### src/shared/gpt_pkg.sv
// constants and carrier types for the gated prescaled 16-bit timer
// assumes a single 50 MHz clock domain and an AXI4-Lite register slave
package gpt_pkg;
    // register byte offsets
    localparam logic [3:0] OFF_CONTROL = 4'h0;
    localparam logic [3:0] OFF_COUNT   = 4'h4;
    localparam logic [3:0] OFF_PERIOD  = 4'h8;
    localparam logic [3:0] OFF_STATUS  = 4'hC;
    localparam logic [4:0] OFF_MASK    = 5'h10;
    localparam int         ADDR_W      = 5;
    // control field positions
    localparam int BIT_RUN   = 15;
    localparam int BIT_IDLE  = 13;
    localparam int BIT_GATE  = 6;
    localparam int BIT_PS_HI = 5;
    localparam int BIT_PS_LO = 4;
    localparam int BIT_SYNC  = 2;
    localparam int BIT_CS    = 1;
    localparam logic [15:0] CTRL_WMASK = 16'hA076;
    localparam logic [15:0] CTRL_RESET = 16'h0000;
    localparam logic [15:0] PERIOD_RESET = 16'hFFFF;
    // status bits: match event, gate falling event
    localparam int ST_MATCH = 0;
    localparam int ST_GATE  = 1;
    localparam int ST_W     = 2;
    // prescale terminal counts (ratio minus one)
    localparam logic [7:0] PS_DIV1   = 8'h00;
    localparam logic [7:0] PS_DIV8   = 8'h07;
    localparam logic [7:0] PS_DIV64  = 8'h3F;
    localparam logic [7:0] PS_DIV256 = 8'hFF;
    // AXI responses
    localparam logic [1:0] RESP_OKAY   = 2'h0;
    localparam logic [1:0] RESP_SLVERR = 2'h2;

    typedef struct packed {
        logic        run;
        logic        idle_stop_select;
        logic        gated_accumulate_enable;
        logic [1:0]  prescale_select;
        logic        external_sync_select;
        logic        clock_source_select;
    } gpt_ctrl_t;

    typedef struct packed {
        gpt_ctrl_t         ctrl;
        logic [15:0]       period_value;
        logic [15:0]       count;
        logic [7:0]        prescale;
        logic              half_clk;
        logic [1:0]        ext_sync;
        logic              ext_prev;
        logic              gate_prev;
        logic [ST_W-1:0]   status;
        logic [ST_W-1:0]   mask;
        logic              irq;
        logic              awready;
        logic              wready;
        logic              have_aw;
        logic              have_w;
        logic [ADDR_W-1:0] waddr;
        logic [31:0]       wdata;
        logic [3:0]        wstrb;
        logic              bvalid;
        logic [1:0]        bresp;
        logic              arready;
        logic              rvalid;
        logic [31:0]       rdata;
        logic [1:0]        rresp;
    } gpt_state_t;
endpackage : gpt_pkg

### src/design/gpt_timer.sv
// gated prescaled 16-bit timer/counter with an AXI4-Lite register slave
// assumes inputs synchronous to aclk except external_count_input, which
// is sampled here; idle_mode comes from the device power control
////////////////////////////////////////////////////////////////////////
// Overview of operation
// - one 16-bit counter: timer, synchronous counter or asynchronous counter
// - interrupt on period match and on falling edge of the gate input
// - control bit 15 starts the counter when one, stops it when zero
// - control bit 13 set halts the timer in idle; clear keeps running
// - control bit 6 enables gated accumulation only with internal clock
// - bits 5-4 prescale: 11 1:256, 10 1:64, 01 1:8, 00 1:1
// - bit 2 synchronises external clock when external source selected
// - bit 1 one counts external rising edges, zero counts clock/2
// - control write while running resets prescaler; software avoids it
// - unimplemented control bits 14, 12-7, 3, 0 read as zero
// - usable as clock time base or free-running interval timer
//
// Implementation choices: the register addresses and the AXI4-Lite register port.
module gpt_timer (
    input  wire logic        aclk,
    input  wire logic        aresetn,
    input  wire logic [4:0]  s_axi_awaddr,
    input  wire logic        s_axi_awvalid,
    output logic             s_axi_awready,
    input  wire logic [31:0] s_axi_wdata,
    input  wire logic [3:0]  s_axi_wstrb,
    input  wire logic        s_axi_wvalid,
    output logic             s_axi_wready,
    output logic [1:0]       s_axi_bresp,
    output logic             s_axi_bvalid,
    input  wire logic        s_axi_bready,
    input  wire logic [4:0]  s_axi_araddr,
    input  wire logic        s_axi_arvalid,
    output logic             s_axi_arready,
    output logic [31:0]      s_axi_rdata,
    output logic [1:0]       s_axi_rresp,
    output logic             s_axi_rvalid,
    input  wire logic        s_axi_rready,
    input  wire logic        external_count_input,
    input  wire logic        idle_mode,
    output logic             irq
);
    gpt_pkg::gpt_state_t st;
    gpt_pkg::gpt_state_t next_st;

    logic [7:0]  ps_term;
    logic        int_tick;
    logic        ext_edge;
    logic        src_tick;
    logic        active;
    logic        tick;
    logic        gate_fall;
    logic        wr_go;
    logic        rd_go;
    logic [15:0] ctrl_rd;
    logic [15:0] ctrl_wr;

    ////////////////////////////////////////////////////////////////////
    // control register image; unimplemented bits stay zero
    always_comb begin
        ctrl_rd = gpt_pkg::CTRL_RESET;
        ctrl_rd[gpt_pkg::BIT_RUN]   = st.ctrl.run;
        ctrl_rd[gpt_pkg::BIT_IDLE]  = st.ctrl.idle_stop_select;
        ctrl_rd[gpt_pkg::BIT_GATE]  = st.ctrl.gated_accumulate_enable;
        ctrl_rd[gpt_pkg::BIT_PS_HI:gpt_pkg::BIT_PS_LO] =
            st.ctrl.prescale_select;
        ctrl_rd[gpt_pkg::BIT_SYNC]  = st.ctrl.external_sync_select;
        ctrl_rd[gpt_pkg::BIT_CS]    = st.ctrl.clock_source_select;
        ctrl_wr = st.wdata[15:0] & gpt_pkg::CTRL_WMASK;
    end

    // tick source selection and prescale terminal
    always_comb begin
        case (st.ctrl.prescale_select)
            2'h0:    ps_term = gpt_pkg::PS_DIV1;
            2'h1:    ps_term = gpt_pkg::PS_DIV8;
            2'h2:    ps_term = gpt_pkg::PS_DIV64;
            default: ps_term = gpt_pkg::PS_DIV256;
        endcase
        int_tick  = st.half_clk;
        // synced path uses the second stage; unsynced the first stage
        // stays inside the sync chain, so async mode looks one stage less
        ext_edge  = st.ctrl.external_sync_select
                  ? (st.ext_sync[1] & ~st.ext_prev)
                  : (st.ext_sync[0] & ~st.ext_sync[1]);
        src_tick  = st.ctrl.clock_source_select ? ext_edge : int_tick;
        active    = st.ctrl.run
                  & ~(idle_mode & st.ctrl.idle_stop_select);
        if (st.ctrl.gated_accumulate_enable
            && !st.ctrl.clock_source_select) begin
            active = active & st.ext_sync[1];
        end
        tick      = active && src_tick && (st.prescale == ps_term);
        gate_fall = st.ctrl.run && st.ctrl.gated_accumulate_enable
                  && !st.ctrl.clock_source_select
                  && st.gate_prev && !st.ext_sync[1];
        wr_go     = st.have_aw && st.have_w && !st.bvalid;
        rd_go     = s_axi_arvalid && st.arready;
    end

    ////////////////////////////////////////////////////////////////////
    // next state: counter, prescaler, registers and bus slave
    always_comb begin
        next_st = st;
        next_st.half_clk = ~st.half_clk;
        next_st.ext_sync = {st.ext_sync[0], external_count_input};
        next_st.ext_prev = st.ext_sync[1];
        next_st.gate_prev = st.ext_sync[1];
        // prescaler advances on each source tick while active
        if (active && src_tick) begin
            next_st.prescale = (st.prescale == ps_term)
                             ? 8'h00 : st.prescale + 8'h01;
        end
        if (tick) begin
            if (st.count == st.period_value) begin
                next_st.count = 16'h0000;
            end else begin
                next_st.count = st.count + 16'h0001;
            end
        end
        // write address and data captured in either order
        next_st.awready = 1'b0;
        next_st.wready  = 1'b0;
        if (s_axi_awvalid && st.awready) begin
            next_st.have_aw = 1'b1;
            next_st.waddr   = s_axi_awaddr;
        end else if (!st.have_aw && !s_axi_awvalid) begin
            next_st.awready = 1'b0;
        end
        if (s_axi_wvalid && st.wready) begin
            next_st.have_w = 1'b1;
            next_st.wdata  = s_axi_wdata;
            next_st.wstrb  = s_axi_wstrb;
        end
        next_st.awready = !next_st.have_aw && !st.bvalid
                        && !(s_axi_awvalid && st.awready);
        next_st.wready  = !next_st.have_w && !st.bvalid
                        && !(s_axi_wvalid && st.wready);
        // status clear-on-one loses to a same-cycle hardware set
        if (wr_go) begin
            next_st.have_aw = 1'b0;
            next_st.have_w  = 1'b0;
            next_st.bvalid  = 1'b1;
            next_st.bresp   = gpt_pkg::RESP_OKAY;
            case (st.waddr)
                gpt_pkg::ADDR_W'(gpt_pkg::OFF_CONTROL): begin
                    if (st.wstrb[0]) begin
                        next_st.ctrl.gated_accumulate_enable =
                            ctrl_wr[gpt_pkg::BIT_GATE];
                        next_st.ctrl.prescale_select =
                            ctrl_wr[gpt_pkg::BIT_PS_HI:gpt_pkg::BIT_PS_LO];
                        next_st.ctrl.external_sync_select =
                            ctrl_wr[gpt_pkg::BIT_SYNC];
                        next_st.ctrl.clock_source_select =
                            ctrl_wr[gpt_pkg::BIT_CS];
                    end
                    if (st.wstrb[1]) begin
                        next_st.ctrl.run = ctrl_wr[gpt_pkg::BIT_RUN];
                        next_st.ctrl.idle_stop_select =
                            ctrl_wr[gpt_pkg::BIT_IDLE];
                    end
                    if (st.ctrl.run) begin
                        next_st.prescale = 8'h00;
                    end
                end
                gpt_pkg::ADDR_W'(gpt_pkg::OFF_COUNT): begin
                    if (st.wstrb[0]) next_st.count[7:0] = st.wdata[7:0];
                    if (st.wstrb[1]) next_st.count[15:8] = st.wdata[15:8];
                end
                gpt_pkg::ADDR_W'(gpt_pkg::OFF_PERIOD): begin
                    if (st.wstrb[0]) begin
                        next_st.period_value[7:0] = st.wdata[7:0];
                    end
                    if (st.wstrb[1]) begin
                        next_st.period_value[15:8] = st.wdata[15:8];
                    end
                end
                gpt_pkg::ADDR_W'(gpt_pkg::OFF_STATUS): begin
                    if (st.wstrb[0]) begin
                        next_st.status = st.status
                            & ~st.wdata[gpt_pkg::ST_W-1:0];
                    end
                end
                gpt_pkg::OFF_MASK: begin
                    if (st.wstrb[0]) begin
                        next_st.mask = st.wdata[gpt_pkg::ST_W-1:0];
                    end
                end
                default: next_st.bresp = gpt_pkg::RESP_SLVERR;
            endcase
        end
        // hardware sets come after the clear so that a set always wins
        if (tick && st.count == st.period_value) begin
            next_st.status[gpt_pkg::ST_MATCH] = 1'b1;
        end
        if (gate_fall) begin
            next_st.status[gpt_pkg::ST_GATE] = 1'b1;
        end
        if (st.bvalid && s_axi_bready) begin
            next_st.bvalid = 1'b0;
        end
        // read channel: one cycle to accept, data held until rready
        if (rd_go) begin
            next_st.arready = 1'b0;
            next_st.rvalid  = 1'b1;
            next_st.rresp   = gpt_pkg::RESP_OKAY;
            next_st.rdata   = 32'h0000_0000;
            case (s_axi_araddr)
                gpt_pkg::ADDR_W'(gpt_pkg::OFF_CONTROL):
                    next_st.rdata[15:0] = ctrl_rd;
                gpt_pkg::ADDR_W'(gpt_pkg::OFF_COUNT):
                    next_st.rdata[15:0] = st.count;
                gpt_pkg::ADDR_W'(gpt_pkg::OFF_PERIOD):
                    next_st.rdata[15:0] = st.period_value;
                gpt_pkg::ADDR_W'(gpt_pkg::OFF_STATUS):
                    next_st.rdata[gpt_pkg::ST_W-1:0] = st.status;
                gpt_pkg::OFF_MASK:
                    next_st.rdata[gpt_pkg::ST_W-1:0] = st.mask;
                default: next_st.rresp = gpt_pkg::RESP_SLVERR;
            endcase
        end else if (st.rvalid && s_axi_rready) begin
            next_st.rvalid  = 1'b0;
            next_st.arready = 1'b1;
        end
        next_st.irq = |(next_st.status & next_st.mask);
    end

    ////////////////////////////////////////////////////////////////////
    // state register with synchronous active-low reset
    always_ff @(posedge aclk) begin
        if (!aresetn) begin
            st              <= '0;
            st.ctrl         <= '0;
            st.period_value <= gpt_pkg::PERIOD_RESET;
            st.awready      <= 1'b1;
            st.wready       <= 1'b1;
            st.arready      <= 1'b1;
        end else begin
            st <= next_st;
        end
    end

    // outputs straight from flip-flops
    assign s_axi_awready = st.awready;
    assign s_axi_wready  = st.wready;
    assign s_axi_bvalid  = st.bvalid;
    assign s_axi_bresp   = st.bresp;
    assign s_axi_arready = st.arready;
    assign s_axi_rvalid  = st.rvalid;
    assign s_axi_rdata   = st.rdata;
    assign s_axi_rresp   = st.rresp;
    assign irq           = st.irq;

    ////////////////////////////////////////////////////////////////////
    // assertions
    a_stop_holds: assert property (@(posedge aclk)
        disable iff (!aresetn)
        !st.ctrl.run |=> st.count == $past(st.count) || $past(wr_go))
        else $error("count moved while stopped");
    a_idle_halt: assert property (@(posedge aclk)
        disable iff (!aresetn)
        (idle_mode && st.ctrl.idle_stop_select && !wr_go)
        |=> $stable(st.count))
        else $error("count moved in idle with stop select");
    a_gate_low: assert property (@(posedge aclk)
        disable iff (!aresetn)
        (st.ctrl.gated_accumulate_enable && !st.ctrl.clock_source_select
         && !st.ext_sync[1] && !wr_go) |=> $stable(st.count))
        else $error("count moved with gate low");
    a_match_wrap: assert property (@(posedge aclk)
        disable iff (!aresetn)
        (tick && st.count == st.period_value && !wr_go)
        |=> st.count == 16'h0000 && st.status[gpt_pkg::ST_MATCH])
        else $error("period match did not wrap and flag");
    a_match_wins: assert property (@(posedge aclk)
        disable iff (!aresetn)
        (tick && st.count == st.period_value)
        |=> st.status[gpt_pkg::ST_MATCH])
        else $error("match flag lost to a same-cycle clear");
    a_prescale_one: assert property (@(posedge aclk)
        disable iff (!aresetn)
        (st.ctrl.prescale_select == 2'h0 && active && src_tick) |-> tick)
        else $error("1:1 prescale missed a tick");
    a_write_ps_clr: assert property (@(posedge aclk)
        disable iff (!aresetn)
        (wr_go && st.ctrl.run
         && st.waddr == gpt_pkg::ADDR_W'(gpt_pkg::OFF_CONTROL))
        |=> st.prescale == 8'h00)
        else $error("control write did not reset prescaler");
    a_ctrl_zeros: assert property (@(posedge aclk)
        disable iff (!aresetn)
        (ctrl_rd & ~gpt_pkg::CTRL_WMASK) == 16'h0000)
        else $error("unimplemented control bits not zero");
    a_gate_edge: assert property (@(posedge aclk)
        disable iff (!aresetn)
        gate_fall |=> st.status[gpt_pkg::ST_GATE])
        else $error("gate falling edge not flagged");
    a_irq_level: assert property (@(posedge aclk)
        disable iff (!aresetn)
        irq == |(st.status & st.mask))
        else $error("interrupt level wrong");
    a_ext_src: assert property (@(posedge aclk)
        disable iff (!aresetn)
        (st.ctrl.clock_source_select && !ext_edge) |-> !tick)
        else $error("external mode ticked without an edge");
    c_match: cover property (@(posedge aclk)
        tick && st.count == st.period_value);
    c_gate: cover property (@(posedge aclk) gate_fall);
    c_ext: cover property (@(posedge aclk)
        st.ctrl.clock_source_select && tick);
endmodule : gpt_timer

### config.mk
export PLATFORM = sky130hd
export DESIGN_NAME = gpt_timer
export DESIGN_NICKNAME = d
export VERILOG_FILES = /design/src/shared/gpt_pkg.sv /design/src/design/gpt_timer.sv
export SDC_FILE = /design/constraint.sdc
export NUM_CORES = 1
export LEC_CHECK = 0
export BUFFER_PORTS_ARGS = -buffer_cell sky130_fd_sc_hd__buf_2
export CAP_MARGIN = 20
export CORE_MARGIN = 3
export CORE_UTILIZATION = 50
export DETAILED_ROUTE_END_ITERATION = 16
export HOLD_SLACK_MARGIN = 0.08
export MAX_ROUTING_LAYER = met4
export PLACE_DENSITY = 0.79
export SKIP_LAST_GASP = 1
export SYNTH_ARGS = -nofsm -noshare
export SYNTH_HDL_FRONTEND = slang
export SYNTH_SLANG_ARGS = --single-unit
export TNS_END_PERCENT = 100
### constraint.sdc
create_clock -name aclk -period 1.99 [get_ports aclk]
set_clock_uncertainty 0.1 [all_clocks]
set_input_delay 0.199 -clock aclk [delete_from_list [all_inputs] [get_ports aclk]]
set_output_delay 0.199 -clock aclk [all_outputs]
set_load 0.01 [all_outputs]
==> Word level (Yosys, flattened, before mapping) <==
Index checks and enable logic that the tools add are counted.
{ "classes": {"n_addsub": 2, "n_eq_ne": 12, "n_mux": 29, "bitwise_logic": 13, "n_reduce_logical": 39} }
{ "op_table": {"columns": ["operator", "count"], "rows": [
  ["16-bit 2-to-1 mux", 3],
  ["8-bit 2-to-1 mux", 6],
  ["14-bit case mux with 3 select lines", 1],
  ["24-bit 2-to-1 mux", 1],
  ["8-bit case mux with 3 select lines", 1],
  ["5-bit by 4-bit == test with 1-bit output (second input constant)", 4],
  ["1-bit logical AND", 19],
  ["16-bit by 1-bit adder with 16-bit output (second input constant)", 1],
  ["16-bit == test", 1],
  ["2-bit 2-to-1 mux", 8],
  ["3-bit AND reduction", 4],
  ["5-bit by 3-bit == test with 1-bit output (second input constant)", 2],
  ["5-bit == test (second input constant)", 2],
  ["5-bit zero test", 2],
  ["2-bit case mux with 5 select lines", 1],
  ["5-bit OR reduction", 2],
  ["8-bit by 1-bit adder with 8-bit output (second input constant)", 1],
  ["8-bit == test", 1],
  ["1-bit zero test", 7],
  ["1-bit 2-to-1 mux", 7],
  ["2-bit OR reduction", 3],
  ["1-bit bitwise AND", 5],
  ["1-bit NOT", 5],
  ["2-bit bitwise AND", 2],
  ["other kinds (6)", 6]
]} }
{ "word_totals": {"regBits": 106, "input_bits": 55, "out_inout_bits": 42, "word_cells": 124} }

==> Longest topological paths before layout <==
Gate-level depths: netlist of run 1.
{ "logic_depth": {"depth_word": 11, "depth_mapped": 8} }

==> Worst setup path after synthesis of run 1 <==
Ideal clock, no wire load.
{ "synth_path": {"path_kind": "reg2reg", "startpoint": "reg st[96] in the netlist's numbering", "endpoint": "reg st[117] in the netlist's numbering", "setup_ns": 0.074, "t_arrival_ns": 1.851, "required_time_ns": 1.816, "slack_ns": -0.035, "stages_incl_launch_ff": 7, "n_path_buf": 0, "period_less_slack_ns": 2.025, "cell_sequence": "dfxtp_1 -> or4_1 -> nor4_2 -> a21o_2 -> nand2_2 -> or4_1 -> a31oi_1"} }
{ "synth_between": {"elab_chain_cells": 6} }
{ "synth_rtl": {"columns": ["item", "line_no", "source"], "rows": [
  ["start, declared", "gpt_timer.sv:43", "gpt_pkg::gpt_state_t st;"],
  ["start signal, assigned", "gpt_timer.sv:239", "st <= next_st;"],
  ["8-bit == test *", "gpt_timer.sv:93", "tick = active && src_tick && (st.prescale == ps_term);"],
  ["1-bit logical AND *", "gpt_timer.sv:93", null],
  ["16-bit 2-to-1 mux *", "gpt_timer.sv:114", "if (tick) begin"],
  ["8-bit 2-to-1 mux", "gpt_timer.sv:168", "if (st.wstrb[1]) next_st.count[15:8] = st.wdata[15:8];"],
  ["16-bit 2-to-1 mux", "gpt_timer.sv:145", "case (st.waddr)"],
  ["24-bit 2-to-1 mux *", "gpt_timer.sv:140", "if (wr_go) begin"]
]} }
Mark *: on every way between the ends. The rest lies on a longest branch, timed or not.
A chain may end at the register's enable or synchronous reset.

==> Final worst setup path of run 1 <==
{ "layout_path": {"startpoint": "reg st[95] in the netlist's numbering", "endpoint": "reg st[111] in the netlist's numbering"} }
The elaborated chain is that of the path after synthesis.

==> impl_metrics.json, run 1 <==
{
  "setup_viol": 15,
  "irDropWorstVdd_mv": 0.410,
  "max-cap-violations": 0,
  "grt_pass1_wl_um": 23600,
  "whs_ns": 0.0901,
  "hp-class": "in -> reg",
  "grt_use_met3": 0.0404,
  "async_flop_share": 0,
  "io_buffers": 60,
  "tightest_slew_ns": 0.695,
  "yosys_warnings": 0,
  "slew_viol_final": 0,
  "synthCells": 596,
  "reg2reg_slack_ns": -0.13,
  "busiest_layer": "met2",
  "drtIter0Drc": 396,
  "use_met2": 0.437,
  "synth_edf_count": 0,
  "first_pass_iters": 5,
  "violations": "setup timing",
  "clk_pin_slew_ns": 0.11,
  "drc": 0,
  "critPathLaunch": "st[95]",
  "rr_startpoint": "st[95]",
  "cts_buffers": 9,
  "syn_area_per_cell_um2": 8.32,
  "antenna_found_initial": 0,
  "ys_ff_latch": 104,
  "period_needed_ns": 2.12,
  "p_leak_nw": 2.77,
  "met1_usage": 0.343,
  "setup_slack_ns": -0.128,
  "synth_ff_type": "dfxtp_1",
  "place_hpwl_um": 9830,
  "yosysUniqueCellTypes": 54,
  "mappedNetlistArea_mm2": 0.00496,
  "finalHoldViolCount": 0,
  "gp_congestion": 0.920,
  "min_period_over_period": 1.06,
  "cp_max_fo": 5,
  "cts_sinks": 104,
  "fin_util": 0.704,
  "critPathRequiredTime_ns": 2.20,
  "routedWlPerCell_um": 16.7,
  "routed_wl_um": 14800,
  "ys_seq_area_frac": 0.420,
  "critPathKind": "reg -> reg",
  "nets": 808,
  "design.core.area_mm2": 0.00946,
  "powerDensity_mw_per_mm2": 595,
  "status": "finished with violations",
  "area_growth_pct": 34.2,
  "start_util": 0.524,
  "dieArea_mm2": 0.0112,
  "grt_max_degree": 34,
  "h-tree-depth": 3,
  "rsz0062_at_grt": "yes",
  "crit_end": "st[111]",
  "grt_pass1_vias": 4747,
  "timing.rr.end": "st[111]",
  "timing.fmax_ghz": 0.472,
  "finalPower_mw": 3.96,
  "cp-end-kind": "flop",
  "clk_path_buf_depth": 2,
  "nFillCells": 755,
  "grtUsageTotal": 0.271,
  "antennaDiodeCount": 0,
  "root_buffer": "clkbuf_8",
  "critPathLaunchType": "flop",
  "dp_cells": 829,
  "pin_count": 97,
  "vias": 4922,
  "clk_latency_ns": 0.38,
  "drive_gt1_frac": 0.295,
  "slew_headroom": 0.537,
  "overflow": 0,
  "cts_tree": "done",
  "reg2regPathDepth": 6,
  "pre_cts_slack_ns": -0.289,
  "vias_per_cell": 5.56,
  "critical_path_arrival_ns": 2.33,
  "row_count": 35,
  "drtAntennaViolNets": 0,
  "die_h_um": 106,
  "instances_no_fill": 885,
  "die_w_um": 106
}
## logic make-up after synthesis
kind of cell	synth area share
AO/OA/AOI/OAI	0.153
XOR/XNOR	0.0406
adder cells (fa/ha/maj)	0.00706
buffers and inverters	0.0794
flip-flops	0.420
multiplexers	0.0550
other	0.000756
AND/OR/NAND/NOR	0.244
## worst min-delay path by stage
stage / startpoint / end / slack, ns / cells after the start
final: s_axi_arvalid / s_axi_rdata[0] / 0.09 / 4
after global placement: int_tick / int_tick / 0.31 / 1
after CTS: s_axi_arvalid / s_axi_rdata[0] / 0.09 / 4
after global routing: s_axi_arvalid / s_axi_arready / 0.12 / 3
after detailed placement: int_tick / int_tick / 0.31 / 1
after floorplan: external_count_input / next_st[92] / 0.23 / 1
## critical path: stages (launching register included)
cell and delay (ns):
dfxtp_1 0.33, or4_4 0.54, nor4_4 0.16, a21o_4 0.17
nand3_4 0.11, or4_4 0.44, a41oi_2 0.20
## cells in the mapped netlist, types with 4 or more instances
cell type,number,area (um^2)
and2_0,4,25.0
nor4_1,5,31.3
and2_1,7,43.8
dfxtp_1,104,2080
a22oi_1,15,113
or3_1,9,56.3
nor2_1,52,195
a21oi_1,32,160
o211ai_1,4,30.0
nand2b_1,5,31.3
nor3_1,8,40.0
o21ai_0,34,170
xor2_1,6,52.6
mux2i_1,25,250
nand4_1,11,68.8
a31oi_1,17,106
nor2b_1,4,25.0
nand2_1,97,364
nand3_1,22,110
or4_1,6,45.0
xnor2_1,17,149
a22o_1,8,70.1
buf_4,36,270
clkbuf_1,25,93.8
## layout by cell type, fill, tap and decap left out, types with 10 or more instances in the layout
cell	instances
a21oi_1	32
a22oi_1	14
a31oi_1	15
buf_2	60
buf_4	92
conb_1	18
dfxtp_1	94
dfxtp_2	10
dlygate4sd3_1	34
mux2i_1	25
nand2_1	97
nand3_1	22
nand4_1	11
nor2_1	52
o21ai_0	29
## through the flow
step	cell area [um^2]	setup TNS, ns
after floorplan	5030	-0.0385
after global placement	5810	-1.95
after detailed placement	5810	-3.91
after CTS	6460	-1.08
after global routing	6660	-2.24
final	6660	-1.12
## routing by layer
layer,share of wire,up-vias,wire length (um)
met2,0.48,223,7040
met5,0,-,0
li1,-,2356,-
met3,0.065,52,960
met4,0.028,0,408
met1,0.43,2291,6350
## area by class of cell
type / count / area, um^2 / area share
Timing Repair Buffer: 190 / 1400 / 0.211
Multi-Input combinational cell: 442 / 2790 / 0.419
Tap cell: 129 / 161 / 0.0242
Clock inverter: 6 / 66.3 / 0.00996
Sequential cell: 104 / 2090 / 0.315
Inverter: 4 / 15.0 / 0.00226
Clock buffer: 10 / 128 / 0.0192
## sequential cells by signal, indices dropped and copies added, names as in the netlist, 2 cells and up
name         cells
ctrl_wr          7
st              63
ctrl_rd          7
s_axi_rdata     16
next_st          2
## where the power goes
group | total (mW) | internal, mW | switching [mW]
Combinational | 0.422 | 0.189 | 0.233
Clock | 1.35 | 0.590 | 0.760
Sequential | 2.19 | 2.13 | 0.0550
## repair_timing
item | 4_1_cts | 5_1_grt
resized for setup | 20 | 31
hold endpoints to repair | 28 | 0
gates cloned | 1 | 1
buffers inserted | 1 | 3
pin swaps | 4 | 13
hold buffers | 34 | 0
endpoints found under the setup margin | 24 | 22
Power figures use the tool's default switching activity.
==> run 2: changes to the inputs <==
SETUP_SLACK_MARGIN = 0.3   (was not set)
==> run 2 against run 1 <==
Effect of this change:
- the flow still finishes with violations (setup timing)
- core utilization rose by 1.4 points
- combinational power increased by 13%
- clock-buffer cell count rose by 1
==> impl_metrics.json, run 2 (same netlist as run 1, synthesis figures left out) <==
{
  "slew_headroom": 0.552,
  "grt_max_degree": 35,
  "die_h_um": 106,
  "final_cell_mix": "dfxtp_1 (96), buf_4 (89), nand2_1 (87)",
  "slew_viol_final": 0,
  "cp_max_fo": 5,
  "crit_buf_inv": 1,
  "crit_chain": "nand2b_1 -> a21oi_1 -> nor4b_4 -> buf_4 -> nand3_4 -> or4_4 -> a41oi_2",
  "drtAntennaViolNets": 0,
  "overflow": 0,
  "cts_sinks": 104,
  "largest_reg_flops": 63,
  "critPathLaunchType": "flop",
  "critPathMaxStageDelay_ns": 0.43,
  "crit_family": "simple AND/OR/NAND/NOR gates",
  "antennaDiodeCount": 0,
  "drive_gt1_frac": 0.317,
  "grt_pass1_vias": 4738,
  "status": "finished with violations",
  "place_hpwl_um": 9870,
  "reg2regPathDepth": 7,
  "h-tree-depth": 3,
  "rsz0062_at_grt": "yes",
  "powerDensity_mw_per_mm2": 593,
  "hold_path_end": "s_axi_rdata[0]",
  "min_path_cells": 4,
  "routedWlPerCell_um": 17.2,
  "rr_startpoint": "next_st[89]",
  "clk_latency_ns": 0.37,
  "cp-end-kind": "flop",
  "dieArea_mm2": 0.0112,
  "tightest_slew_ns": 0.673,
  "timing.rr.end": "st[111]",
  "vias_per_cell": 5.63,
  "slowest_stage": "or4_4",
  "critPathRequiredTime_ns": 2.19,
  "drtIter0Drc": 436,
  "design.core.area_mm2": 0.00946,
  "finalSetupTns_ns": -2.16,
  "min_period_over_period": 1.12,
  "fin_util": 0.717,
  "setup_slack_ns": -0.229,
  "first_pass_iters": 5,
  "timing.fmax_ghz": 0.451,
  "root_buffer": "clkbuf_8",
  "critPathKind": "reg -> reg",
  "vias": 5009,
  "io_buffers": 60,
  "busiest_layer": "met2",
  "cts_buffers": 9,
  "nFillCells": 721,
  "use_met2": 0.428,
  "pin_count": 97,
  "routed_wl_um": 15300,
  "hold_start": "s_axi_arvalid",
  "area_growth_pct": 36.8,
  "period_needed_ns": 2.22,
  "grt_use_met3": 0.0429,
  "cts_tree": "done",
  "gp_congestion": 0.939,
  "start_util": 0.524,
  "met1_usage": 0.342,
  "grtUsageTotal": 0.265,
  "reg2reg_slack_ns": -0.23,
  "row_count": 35,
  "clk_pin_slew_ns": 0.11,
  "critical_path_arrival_ns": 2.42,
  "grt_pass1_wl_um": 23200,
  "setup_viol": 19,
  "nets": 812,
  "die_w_um": 106,
  "finalHoldViolCount": 0,
  "antenna_found_initial": 0,
  "pre_cts_slack_ns": -0.210,
  "p_leak_nw": 2.72,
  "drc": 0,
  "largest-register": "st",
  "irDropWorstVdd_mv": 0.485,
  "violations": "setup timing",
  "final_common_cell": "dfxtp_1",
  "hp-class": "in -> reg",
  "finalPower_mw": 4.03,
  "max-cap-violations": 0,
  "clk_path_buf_depth": 2
}
==> run 2: worst max path at each step <==
stage | start | to | cells past startpoint
finish | next_st[89] | st[111] | 7
global route | next_st[89] | st[111] | 7
CTS | st[95] | st[111] | 6
detailed placement | st[95] | st[111] | 6
global placement | st[95] | st[111] | 6
floorplan | st[95] | st[117] | 6
==> run 2: cell type report <==
cell class / count / area [um^2] / share of cell area
repair buffers: 194 / 1440 / 0.213
clock inverters: 5 / 65.1 / 0.00959
well taps: 129 / 161 / 0.0238
multi-input cells: 442 / 2880 / 0.424
clock buffers: 11 / 131 / 0.0194
inverters: 4 / 15.0 / 0.00221
flip-flops and latches: 104 / 2090 / 0.309
==> run 2: stage by stage <==
step / cell area [um^2] / std cells / hold WS [ns]
final: 6790 / 889 / 0.113
after global routing: 6790 / 889 / 0.159
after CTS: 6500 / 883 / 0.105
after detailed placement: 5820 / 827 / 0.309
after global placement: 5820 / 827 / 0.310
after floorplan: 5070 / 613 / 0.226
==> run 2: report_power, final <==
group | internal (mW) | switching, mW | leakage (nW)
clock network | 0.598 | 0.766 | 0.0985
registers | 2.13 | 0.0562 | 0.849
logic | 0.217 | 0.258 | 1.77
==> run 2: metal layers <==
layer,share of wire,vias to the layer above
met4,0.033,0
met1,0.42,2313
met3,0.079,44
met5,0,-
met2,0.47,285
li1,-,2367
==> run 2: worst register-to-register path, stage by stage, from the launching register on <==
cell	delay, ns
dfxtp_1	0.41
nand2b_1	0.18
a21oi_1	0.16
nor4b_4	0.35
buf_4	0.21
nand3_4	0.10
or4_4	0.43
a41oi_2	0.20
==> run 2: what timing repair did <==
| item | CTS | global route |
|---|---|---|
| setup buffers | 7 | 5 |
| hold endpoints to repair | 27 | 0 |
| gates cloned | 1 | 0 |
| gates resized for setup | 21 | 54 |
| hold buffers | 32 | 0 |
| endpoints found under the setup margin | 53 | 52 |
| pin swaps | 18 | 23 |
==> run 3: changes to the inputs <==
CELL_PAD_IN_SITES_DETAIL_PLACEMENT = 1   (was not set)
CELL_PAD_IN_SITES_GLOBAL_PLACEMENT = 1   (was not set)
CORE_UTILIZATION = 37   (was 50)
==> run 3 against run 2 <==
Effect of this change:
- the run still ends with setup timing left
- core utilization down 18 points
- critical endpoint is now st[117]
- sequential share of layout area is 0.73 points lower
- clock-buffer cell count unchanged
- critical path type unchanged
- die area increased by 33%
- final cell count grew 4.5%
- via count fell by 0.26%
==> impl_metrics.json, run 3 (same netlist as run 1, synthesis figures left out) <==
{
  "status": "finished with violations",
  "violations": "setup timing",
  "area_growth_pct": 40.4,
  "tightest_slew_ns": 0.916,
  "start_util": 0.385,
  "row_count": 41,
  "slew_headroom": 0.388,
  "antennaDiodeCount": 0,
  "rsz0062_at_grt": "yes",
  "drtIter0Drc": 226,
  "min_period_over_period": 1.09,
  "rr_startpoint": "st[95]",
  "first_pass_iters": 4,
  "timing.fmax_ghz": 0.461,
  "cts_buffers": 9,
  "critPathRequiredTime_ns": 2.17,
  "cts_sinks": 104,
  "hold_start": "s_axi_araddr[0]",
  "die_h_um": 122,
  "place_area_mm2": 0.00583,
  "p_leak_nw": 2.77,
  "overflow": 0,
  "dieArea_mm2": 0.0148,
  "setup_slack_ns": -0.178,
  "routedWlPerCell_um": 19.1,
  "vias": 4996,
  "place_hpwl_um": 11400,
  "grt_max_degree": 46,
  "design.core.area_mm2": 0.0129,
  "drc": 0,
  "clk_pin_slew_ns": 0.07,
  "grtUsageTotal": 0.236,
  "finalHoldViolCount": 0,
  "drive_gt1_frac": 0.324,
  "critPathLaunchType": "flop",
  "drtAntennaViolNets": 0,
  "min_path_cells": 4,
  "irDropWorstVdd_mv": 0.411,
  "final_common_cell": "dfxtp_1",
  "reg2reg_slack_ns": -0.18,
  "cp-end-kind": "flop",
  "cts_tree": "done",
  "period_needed_ns": 2.17,
  "nets": 809,
  "final_cell_mix": "dfxtp_1 (94), nand2_1 (88), buf_4 (87)",
  "root_buffer": "clkbuf_16",
  "clk_latency_ns": 0.36,
  "finalPower_mw": 4.71,
  "pin_count": 97,
  "powerDensity_mw_per_mm2": 677,
  "vias_per_cell": 5.38,
  "max-cap-violations": 0,
  "finalSetupTns_ns": -1.98,
  "nFillCells": 1486,
  "gp_congestion": 0.902,
  "dp_cells": 864,
  "hp-class": "in -> reg",
  "grt_pass1_vias": 5148,
  "largest-register": "st",
  "hold_path_end": "s_axi_rdata[1]",
  "largest_reg_flops": 63,
  "grt_pass1_wl_um": 26700,
  "h-tree-depth": 3,
  "reg2regPathDepth": 6,
  "critical_path_arrival_ns": 2.35,
  "routed_wl_um": 17800,
  "design_area_mm2": 0.00697,
  "instances_no_fill": 929,
  "critPathKind": "reg -> reg",
  "timing.rr.end": "st[117]",
  "setup_viol": 24,
  "cp_max_fo": 4,
  "die_w_um": 122,
  "io_buffers": 60,
  "antenna_found_initial": 0,
  "slew_viol_final": 0,
  "clk_path_buf_depth": 2
}
-- run 3: changes by cell type in the layout (fill, tap and decap cells not counted), moves of 3 or more --
cell	delta
clkbuf_16	+9
clkbuf_8	-8
nand3_1	+5
nand3_2	-6
o21ai_0	-3
-- run 3: final cells by class --
class / instances / area, um^2 / area share
Multi-Input combinational cell: 442 / 2880 / 0.413
Sequential cell: 104 / 2100 / 0.301
Timing Repair Buffer: 191 / 1410 / 0.203
Clock buffer: 11 / 243 / 0.0348
Tap cell: 172 / 215 / 0.0309
Clock inverter: 5 / 104 / 0.0149
Inverter: 4 / 15.0 / 0.00216
-- run 3: power breakdown --
| part | switching [mW] | internal [mW] |
|---|---|---|
| sequential | 0.0573 | 2.13 |
| clock | 0.801 | 1.27 |
| combinational | 0.255 | 0.204 |
-- run 3: metrics by stage --
step,hold slack [ns],util,setup WS (ns)
2_1_floorplan,0.226,-,-0.0214
3_3_place_gp,0.311,0.453,-0.149
3_5_place_dp,0.314,0.453,-0.295
4_1_cts,0.0998,0.523,-0.164
5_1_grt,0.135,0.541,-0.252
6_report,0.104,0.541,-0.178
-- run 3: critical path: stages (launching register included) --
cell     delay, ns
dfxtp_2       0.32
or4_4         0.54
nor4_4        0.19
a21o_4        0.18
nand2_4       0.06
or4_1         0.51
a31oi_1       0.19
-- run 3: timing repair --
action	CTS	global route
gates resized for setup	44	40
setup endpoints to repair	51	53
hold buffers	31	0
setup buffers	8	8
cloned	1	1
pin swaps	26	29
hold endpoints to repair	27	0
-- run 3: how the worst max path moves through the flow --
stage / startpoint / end / slack, ns / depth (start not counted)
2_1_floorplan: st[95] / st[117] / -0.02 / 6
5_1_grt: st[95] / st[102] / -0.25 / 7
3_5_place_dp: st[95] / st[96] / -0.30 / 8
3_3_place_gp: st[95] / st[111] / -0.15 / 6
4_1_cts: st[95] / st[117] / -0.16 / 6
6_report: st[95] / st[117] / -0.18 / 6
-- run 3: metal layers --
| metal | wire length (um) | part of all wire | GRT usage | vias up |
|---|---|---|---|---|
| li1 | - | - | - | 2358 |
| met1 | 7590 | 0.43 | 0.296 | 2404 |
| met2 | 8630 | 0.49 | 0.391 | 198 |
| met3 | 1080 | 0.061 | 0.0302 | 36 |
| met4 | 476 | 0.027 | 0.0896 | 0 |
| met5 | 0 | 0 | - | - |
